### src/inc/flash_host_defines.svh
`ifndef FLASH_HOST_DEFINES_SVH
`define FLASH_HOST_DEFINES_SVH
// ==========================================================
// Register offsets
`define REG_CTRL 12'h000
`define REG_ADDR 12'h004
`define REG_DATA 12'h008
`define REG_STATUS 12'h00C
`define REG_RDATA 12'h010
// ==========================================================
// Control fields
`define CTRL_GO_BIT 0
`define CTRL_CMD_LSB 4
`define CTRL_BYTE_BIT 8
// ==========================================================
// Command codes
`define CODE_UNLOCK1 16'h00AA
`define CODE_UNLOCK2 16'h0055
`define CODE_PROGRAM 16'h00A0
`define CODE_ERASE_SETUP 16'h0080
`define CODE_CHIP_ERASE 16'h0010
`define CODE_SECTOR_ERASE 16'h0030
`define CODE_RESUME 16'h0030
`define CODE_SUSPEND 16'h00B0
`define CODE_RESET 16'h00F0
`define CODE_IDENT 16'h0090
`define WORD_UNLOCK_A 20'h00555
`define WORD_UNLOCK_B 20'h002AA
`define BYTE_UNLOCK_A 20'h00AAA
`define BYTE_UNLOCK_B 20'h00555
// ==========================================================
// Bus timing
`define STROBE_NS 100
`define STROBE_CYC ((`STROBE_NS + 49) / 50)
`endif

### src/inc/flash_host_pkg.sv
package flash_host_pkg;
    typedef enum logic [3:0] {
        OP_RESET, OP_READ, OP_IDENT, OP_PROGRAM, OP_CHIP_ERASE,
        OP_SECTOR_ERASE, OP_SUSPEND, OP_RESUME, OP_POLL
    } op_e;
    typedef enum logic [2:0] {
        ST_IDLE, ST_SETUP, ST_STROBE, ST_HOLD, ST_POLL, ST_NEXT
    } state_e;
endpackage

### src/rtl/flash_host.sv
// Chosen here: the placing of the registers and the APB interface to the registers.
`timescale 1ns/1ns
`default_nettype none
`include "flash_host_defines.svh"

module flash_host
    import flash_host_pkg::*;
#(
    parameter int ADDR_W = 20
) (
    // Clock and reset
    input wire logic pclk,
    input wire logic presetn,
    input wire logic clk_en,
    // APB slave
    input wire logic psel,
    input wire logic penable,
    input wire logic pwrite,
    input wire logic [11:0] paddr,
    input wire logic [31:0] pwdata,
    output logic [31:0] prdata,
    output logic pready,
    output logic pslverr,
    // Flash pins
    output logic [ADDR_W-1:0] flash_addr,
    output logic chip_sel_n,
    output logic write_en_n,
    output logic out_en_n,
    output logic byte_mode_n,
    output logic [15:0] data_out,
    output logic data_oe,
    input wire logic [15:0] data_in,
    input wire logic ready_busy_out
);
    import flash_host_pkg::*;

    // ==========================================================
    // Input synchronisers, three stages
    logic [16:0] sync1, sync2, sync3, pin_val;
    always_ff @(posedge pclk or negedge presetn) begin
        if (!presetn) begin
            sync1 <= '0;
            sync2 <= '0;
            sync3 <= '0;
            pin_val <= '0;
        end else if (clk_en) begin
            sync1 <= {ready_busy_out, data_in};
            sync2 <= sync1;
            sync3 <= sync2;
            // Change counts once two late stages agree
            for (int i = 0; i < 17; i++) begin
                if (sync2[i] == sync3[i]) begin
                    pin_val[i] <= sync3[i];
                end
            end
        end
    end

    // ==========================================================
    // Sequence table
    function automatic logic [35:0] step_of(input op_e op, input logic [2:0] idx,
                                            input logic bm, input logic [ADDR_W-1:0] a,
                                            input logic [15:0] d);
        logic [ADDR_W-1:0] ua, ub;
        logic [35:0] r;
        ua = bm ? ADDR_W'(`BYTE_UNLOCK_A) : ADDR_W'(`WORD_UNLOCK_A);
        ub = bm ? ADDR_W'(`BYTE_UNLOCK_B) : ADDR_W'(`WORD_UNLOCK_B);
        r = {ADDR_W'(0), 16'h0000};
        case (idx)
            3'd0: r = {ua, 16'(`CODE_UNLOCK1)};
            3'd1: r = {ub, 16'(`CODE_UNLOCK2)};
            3'd2: r = {ua, (op == OP_PROGRAM) ? 16'(`CODE_PROGRAM) :
                       (op == OP_IDENT) ? 16'(`CODE_IDENT) : 16'(`CODE_ERASE_SETUP)};
            3'd3: r = (op == OP_PROGRAM) ? {a, d} : {ua, 16'(`CODE_UNLOCK1)};
            3'd4: r = {ub, 16'(`CODE_UNLOCK2)};
            default: r = (op == OP_CHIP_ERASE) ? {ua, 16'(`CODE_CHIP_ERASE)}
                                               : {a, 16'(`CODE_SECTOR_ERASE)};
        endcase
        return r;
    endfunction

    function automatic logic [2:0] len_of(input op_e op);
        case (op)
            OP_PROGRAM: return 3'd4;
            OP_CHIP_ERASE: return 3'd6;
            OP_SECTOR_ERASE: return 3'd6;
            OP_IDENT: return 3'd3;
            default: return 3'd1;
        endcase
    endfunction

    // ==========================================================
    // Controller state
    state_e state, next_state;
    op_e op, next_op;
    logic [2:0] idx, next_idx;
    logic [3:0] cnt, next_cnt;
    logic busy, next_busy;
    logic fail, next_fail;
    logic byte_sel, next_byte_sel;
    logic [ADDR_W-1:0] arg_addr, next_arg_addr;
    logic [15:0] arg_data, next_arg_data;
    logic [15:0] rdata, next_rdata;
    logic [15:0] last_poll, next_last_poll;
    logic [ADDR_W-1:0] next_flash_addr;
    logic next_cs_n, next_we_n, next_oe_n, next_data_oe;
    logic [15:0] next_data_out;
    logic [31:0] next_prdata;
    logic next_pready;
    logic wr_go;

    assign wr_go = psel && penable && pready && pwrite && paddr == `REG_CTRL &&
                   pwdata[`CTRL_GO_BIT] && !busy;

    always_comb begin
        logic [35:0] st;
        st = step_of(op, idx, byte_sel, arg_addr, arg_data);
        next_state = state;
        next_op = op;
        next_idx = idx;
        next_cnt = cnt;
        next_busy = busy;
        next_fail = fail;
        next_byte_sel = byte_sel;
        next_arg_addr = arg_addr;
        next_arg_data = arg_data;
        next_rdata = rdata;
        next_last_poll = last_poll;
        next_flash_addr = flash_addr;
        next_cs_n = chip_sel_n;
        next_we_n = write_en_n;
        next_oe_n = out_en_n;
        next_data_oe = data_oe;
        next_data_out = data_out;
        next_pready = 1'b0;
        next_prdata = prdata;
        // APB register access, no wait states
        if (psel && !penable) begin
            next_pready = 1'b1;
            case (paddr)
                `REG_ADDR: next_prdata = 32'(arg_addr);
                `REG_DATA: next_prdata = {16'h0000, arg_data};
                `REG_STATUS: next_prdata = {29'h0, pin_val[16], fail, busy};
                `REG_RDATA: next_prdata = {16'h0000, rdata};
                `REG_CTRL: next_prdata = {23'h0, byte_sel, 4'(op), 4'h0};
                default: next_prdata = 32'h0000_0000;
            endcase
        end
        // Writes land in the access cycle that carries pready
        if (psel && penable && pready && pwrite && !busy) begin
            if (paddr == `REG_ADDR) next_arg_addr = pwdata[ADDR_W-1:0];
            if (paddr == `REG_DATA) next_arg_data = pwdata[15:0];
        end
        if (wr_go) begin
            next_op = op_e'(pwdata[`CTRL_CMD_LSB +: 4]);
            next_byte_sel = pwdata[`CTRL_BYTE_BIT];
            next_busy = 1'b1;
            next_fail = 1'b0;
            next_idx = 3'd0;
            next_state = ST_SETUP;
        end
        case (state)
            ST_IDLE: ;
            ST_SETUP: begin
                next_cs_n = 1'b0;
                next_cnt = 4'(`STROBE_CYC);
                if (op == OP_READ || op == OP_POLL) begin
                    next_flash_addr = arg_addr;
                    next_oe_n = 1'b0;
                    next_data_oe = 1'b0;
                end else begin
                    // upper bits left zero on unlock writes
                    if (op == OP_RESET || op == OP_SUSPEND || op == OP_RESUME) begin
                        next_flash_addr = '0;
                        next_data_out = (op == OP_RESET) ? 16'(`CODE_RESET) :
                                        (op == OP_SUSPEND) ? 16'(`CODE_SUSPEND) :
                                        16'(`CODE_RESUME);
                    end else begin
                        next_flash_addr = st[35:16];
                        next_data_out = st[15:0];
                    end
                    next_we_n = 1'b0;
                    next_data_oe = 1'b1;
                end
                next_state = ST_STROBE;
            end
            ST_STROBE: begin
                if (cnt > 4'd1) begin
                    next_cnt = cnt - 4'd1;
                end else begin
                    next_we_n = 1'b1;
                    next_state = ST_HOLD;
                end
            end
            ST_HOLD: begin
                // Sync delay before sampling pins
                if (cnt < 4'd4) begin
                    next_cnt = cnt + 4'd1;
                end else begin
                    // Read enable held until the synchroniser has settled
                    next_cs_n = 1'b1;
                    next_oe_n = 1'b1;
                    next_data_oe = 1'b0;
                    next_cnt = 4'd0;
                    next_state = ST_NEXT;
                end
            end
            ST_NEXT: begin
                if (op == OP_READ || op == OP_POLL) begin
                    next_rdata = pin_val[15:0];
                end
                if (idx + 3'd1 < len_of(op)) begin
                    next_idx = idx + 3'd1;
                    next_state = ST_SETUP;
                end else if (op == OP_PROGRAM || op == OP_CHIP_ERASE ||
                             op == OP_SECTOR_ERASE || op == OP_RESUME) begin
                    // poll until the device is done
                    next_op = OP_POLL;
                    next_idx = 3'd0;
                    next_last_poll = ~pin_val[15:0];
                    next_state = ST_SETUP;
                end else if (op == OP_POLL) begin
                    // done once the toggle bit stands still and bit 7 matches the data
                    if (pin_val[6] == last_poll[6] && pin_val[7] == arg_data[7]) begin
                        next_busy = 1'b0;
                        next_state = ST_IDLE;
                    // timeout bit ends the wait as failure
                    end else if (pin_val[5] && pin_val[6] != last_poll[6]) begin
                        next_fail = 1'b1;
                        next_busy = 1'b0;
                        next_state = ST_IDLE;
                    end else begin
                        next_last_poll = pin_val[15:0];
                        next_state = ST_SETUP;
                    end
                end else begin
                    next_busy = 1'b0;
                    next_state = ST_IDLE;
                end
            end
            default: next_state = ST_IDLE;
        endcase
    end

    always_ff @(posedge pclk or negedge presetn) begin
        if (!presetn) begin
            state <= ST_IDLE;
            op <= OP_RESET;
            idx <= 3'd0;
            cnt <= 4'd0;
            busy <= 1'b0;
            fail <= 1'b0;
            byte_sel <= 1'b0;
            arg_addr <= '0;
            arg_data <= 16'h0000;
            rdata <= 16'h0000;
            last_poll <= 16'h0000;
            flash_addr <= '0;
            chip_sel_n <= 1'b1;
            write_en_n <= 1'b1;
            out_en_n <= 1'b1;
            byte_mode_n <= 1'b1;
            data_out <= 16'h0000;
            data_oe <= 1'b0;
            prdata <= 32'h0000_0000;
            pready <= 1'b0;
            pslverr <= 1'b0;
        end else if (clk_en) begin
            state <= next_state;
            op <= next_op;
            idx <= next_idx;
            cnt <= next_cnt;
            busy <= next_busy;
            fail <= next_fail;
            byte_sel <= next_byte_sel;
            arg_addr <= next_arg_addr;
            arg_data <= next_arg_data;
            rdata <= next_rdata;
            last_poll <= next_last_poll;
            flash_addr <= next_flash_addr;
            chip_sel_n <= next_cs_n;
            write_en_n <= next_we_n;
            out_en_n <= next_oe_n;
            byte_mode_n <= !next_byte_sel;
            data_out <= next_data_out;
            data_oe <= next_data_oe;
            prdata <= next_prdata;
            pready <= next_pready;
            pslverr <= 1'b0;
        end
    end
endmodule
`default_nettype wire

### config.mk
export PLATFORM = sky130hd
export DESIGN_NAME = flash_host
export DESIGN_NICKNAME = d
export VERILOG_FILES = /design/src/inc/flash_host_pkg.sv /design/src/rtl/flash_host.sv
export VERILOG_INCLUDE_DIRS = /design/src /design/src/inc
export SDC_FILE = /design/constraint.sdc
export NUM_CORES = 1
export LEC_CHECK = 0
export BUFFER_PORTS_ARGS = -buffer_cell sky130_fd_sc_hd__buf_2
export CORE_MARGIN = 3
export CORE_UTILIZATION = 48
export CTS_BUF_LIST = sky130_fd_sc_hd__clkbuf_4 sky130_fd_sc_hd__clkbuf_8
export CTS_CLUSTER_SIZE = 14
export DETAILED_ROUTE_END_ITERATION = 8
export GPL_ROUTABILITY_DRIVEN = 0
export GPL_TIMING_DRIVEN = 0
export PLACE_DENSITY = 0.69
export SLEW_MARGIN = 40
export SYNTH_ARGS = -nofsm -noshare
export SYNTH_HDL_FRONTEND = slang
export SYNTH_SLANG_ARGS = --single-unit
### constraint.sdc
create_clock -name pclk -period 6.85 [get_ports pclk]
set_clock_uncertainty 0.2 [all_clocks]
set_input_delay 1.7125 -clock pclk [delete_from_list [all_inputs] [get_ports pclk]]
set_output_delay 1.7125 -clock pclk [all_outputs]
set_load 0.005 [all_outputs]
==> metrics.txt <==
status completed; area leader, netlist dfrtp_1; top cell type's share of synthesized area ~52%; largest net degree at the start of global routing 76; synth top area cells dfrtp_1 52%, mux2_2 13%, a21oi_1 3.8%; met2 Track Usage GR ~35%; GRT Total Usage 22.4%; pre-CTS setup slack 2.31 ns; final hold vios 0; Mapped Area around 9400 µm²; commonest non-fill, non-tap cells in the layout 196 x dfrtp_1, 121 x buf_2, 107 x mux2_2; fin crit share 58.9%; Routed WL per cell roughly 19 µm; Main synth FF type dfrtp_1; critical path class in -> reg; Post-DP HPWL ~17000 µm; Max VDD drop ~0.17 mV; slew at the pin closest to its max-slew limit roughly 0.8 ns; grt met3 use 4.45%; Post-synth EDFFs 0; Rows 50; CTS tree built; # setup viols final 0; Hold WC Path Type reg -> reg; initial antenna violation count 2; Yosys Warn Count 0; Clock Latency Late Sink between 0.4 and 0.5 ns; Final WS setup 2.81 ns; critical path capture point type flop; Worst Setup Start Kind input port; Synth Instances approximately 850; WL final 23500 µm; port buffer count approximately 120; CTS sink cnt 200; count of different cell masters after synthesis 67; Power Dens Cells between 200 and 250 nW/µm²; H-tree Lvls 4; CP Max Fanout 10; chip height roughly 150 µm; Setup Buffers After CTS 0; Die Area ~21000 µm²; global route overflow 0; chip width approximately 150 µm; GR peak layer met2; via count 7147; RSZ-0062 raised after global routing false; DR vias/cell around 5.6; Highest Clock Rate approximately 250 MHz; total of max-cap violations 0; Avg Synthesized Cell Area 11.1 µm²; Setup TNS Final 0 ns; Root Driver clkbuf_8; Layout area overhead 15.9%; arrival time worst endpoint around 4.2 ns; Leakage ~5 nW; TritonRoute pass-1 iters 5; cts hold-fix bufs 0; fillers between 1500 and 2000; post-synthesis register bit count 200; core area roughly 19000 µm²; CTS Buf Count 17; clock buffer depth 2; commonest non-fill, non-tap cell in the layout dfrtp_1; Slew headroom around 47%; Seq/Total Area, Yosys ~54%; final worst path period need between 4 and 5 ns; DR iter-0 viols 583; clock-pin slew on the worst setup and hold paths ~0.10 ns; vias in the first global route a little under 7000; Post-CTS Resized 0; Max Slew Vio Count 0; M1 GR Usage 32.0%; Final Util a little under three fifths; CP Data Required Time roughly 7.0 ns; nets@finish roughly 1100; first-pass GRT wire length between 30000 and 40000 µm; Routed Antenna Nets 0; drt drc 0; ys async rst share 100%; fraction of layout cells with a size suffix above 1 ~30%; I/O pins 142; Initial Utilization approximately half
## synth_stat cells (3+ instances only)
library cell,count
dfrtp_1,196
mux2_2,107
a21oi_1,71
nand2_1,59
o21ai_0,58
nor2_1,54
clkbuf_1,33
a22o_1,25
nand2b_1,20
a22oi_1,18
nand3_1,16
inv_1,15
buf_4,13
mux2i_1,11
ha_1,10
o211ai_1,10
buf_1,9
nor3_1,9
and2_1,8
nor2b_1,7
a221o_1,6
buf_2,6
or3_1,5
xnor2_1,5
a31oi_1,4
dfstp_2,4
nor4_1,4
o31ai_1,4
nand3b_1,3
o22ai_1,3
or2_2,3
or3b_2,3
## critical path: stages
cell and delay [ns]:
buf_2 0.09, nor4_1 0.60, nand3_1 0.26, nor3b_1 0.42, and2_1 0.19, buf_2 0.20
buf_2 0.35, mux2_2 0.37
## cells by family after synthesis
group	after synthesis	synth area share (%)
AOI/OAI and AO/OA	222	15.2
and+or+nand+nor	213	11.6
DFF	200	53.6
muxes	118	14.1
buffers and inverters	76	3.65
adders and majority gates	10	1.34
xor gates and xnor gates	6	0.562
other	1	0.0401
## power by group
| group | total [mW] | switching, mW | internal (mW) |
|---|---|---|---|
| clock network | 0.834 | 0.456 | 0.378 |
| registers | 1.43 | 0.105 | 1.33 |
| logic | 0.429 | 0.226 | 0.202 |
## metrics by stage
stage               power (mW)  hold WS, ns  instance area, µm²  instances
floorplan                 1.71        0.256                9400        858
finish                    2.70        0.294               10800       1270
detailed placement        1.89        0.277               10400       1236
global route              2.85        0.320               10800       1270
global placement          1.86        0.269               10300       1234
CTS                       2.72        0.302               10800       1268
## area by class of cell
| class | instances | area (µm²) | share of cell area (%) |
|---|---|---|---|
| sequential | 200 | 5010 | 46.2 |
| multi-input combinational | 582 | 4070 | 37.6 |
| timing repair buffer | 118 | 646 | 5.96 |
| tap | 260 | 325 | 3.00 |
| buffer | 61 | 285 | 2.63 |
| clock buffer | 17 | 234 | 2.16 |
| clock inverter | 15 | 206 | 1.90 |
| inverter | 15 | 56.3 | 0.520 |
| antenna | 2 | 5.00 | 0.0462 |
## routing by layer
metal / wire length [µm] / share of wire (%)
met1: 10800 / 46
met2: 11000 / 47
met3: 1450 / 6.1
met4: 365 / 1.6
met5: 0 / 0
## state kept, by name, summed over array words and instances (netlist names), 16 cells and up
name / flops
sync2: 17
sync3: 17
rdata: 16
flash_addr: 20
pin_val: 17
arg_data: 16
data_out: 16
arg_addr: 20
prdata: 20
sync1: 17
## path summary, 6_finish.rpt
| path | startpoint | slack, ns | cells after the start | end |
|---|---|---|---|---|
| min | sync3[5]$_DFFE_PN0P_ | 0.29 | 2 | pin_val[5]$_DFFE_PN0P_ |
| min in group asynchronous | presetn | 0.95 | 1 | flash_addr[10]$_DFFE_PN0P_ |
| max | paddr[7] | 2.81 | 8 | arg_data[8]$_DFFE_PN0P_ |
| max in group asynchronous | presetn | 4.79 | 2 | sync3[9]$_DFFE_PN0P_ |
| max reg2reg | op[2]$_DFFE_PN0P_ | 3.15 | 10 | op[2]$_DFFE_PN0P_ |
| min reg2reg | sync3[5]$_DFFE_PN0P_ | 0.29 | 2 | pin_val[5]$_DFFE_PN0P_ |
(Power assumes the default switching activity.)
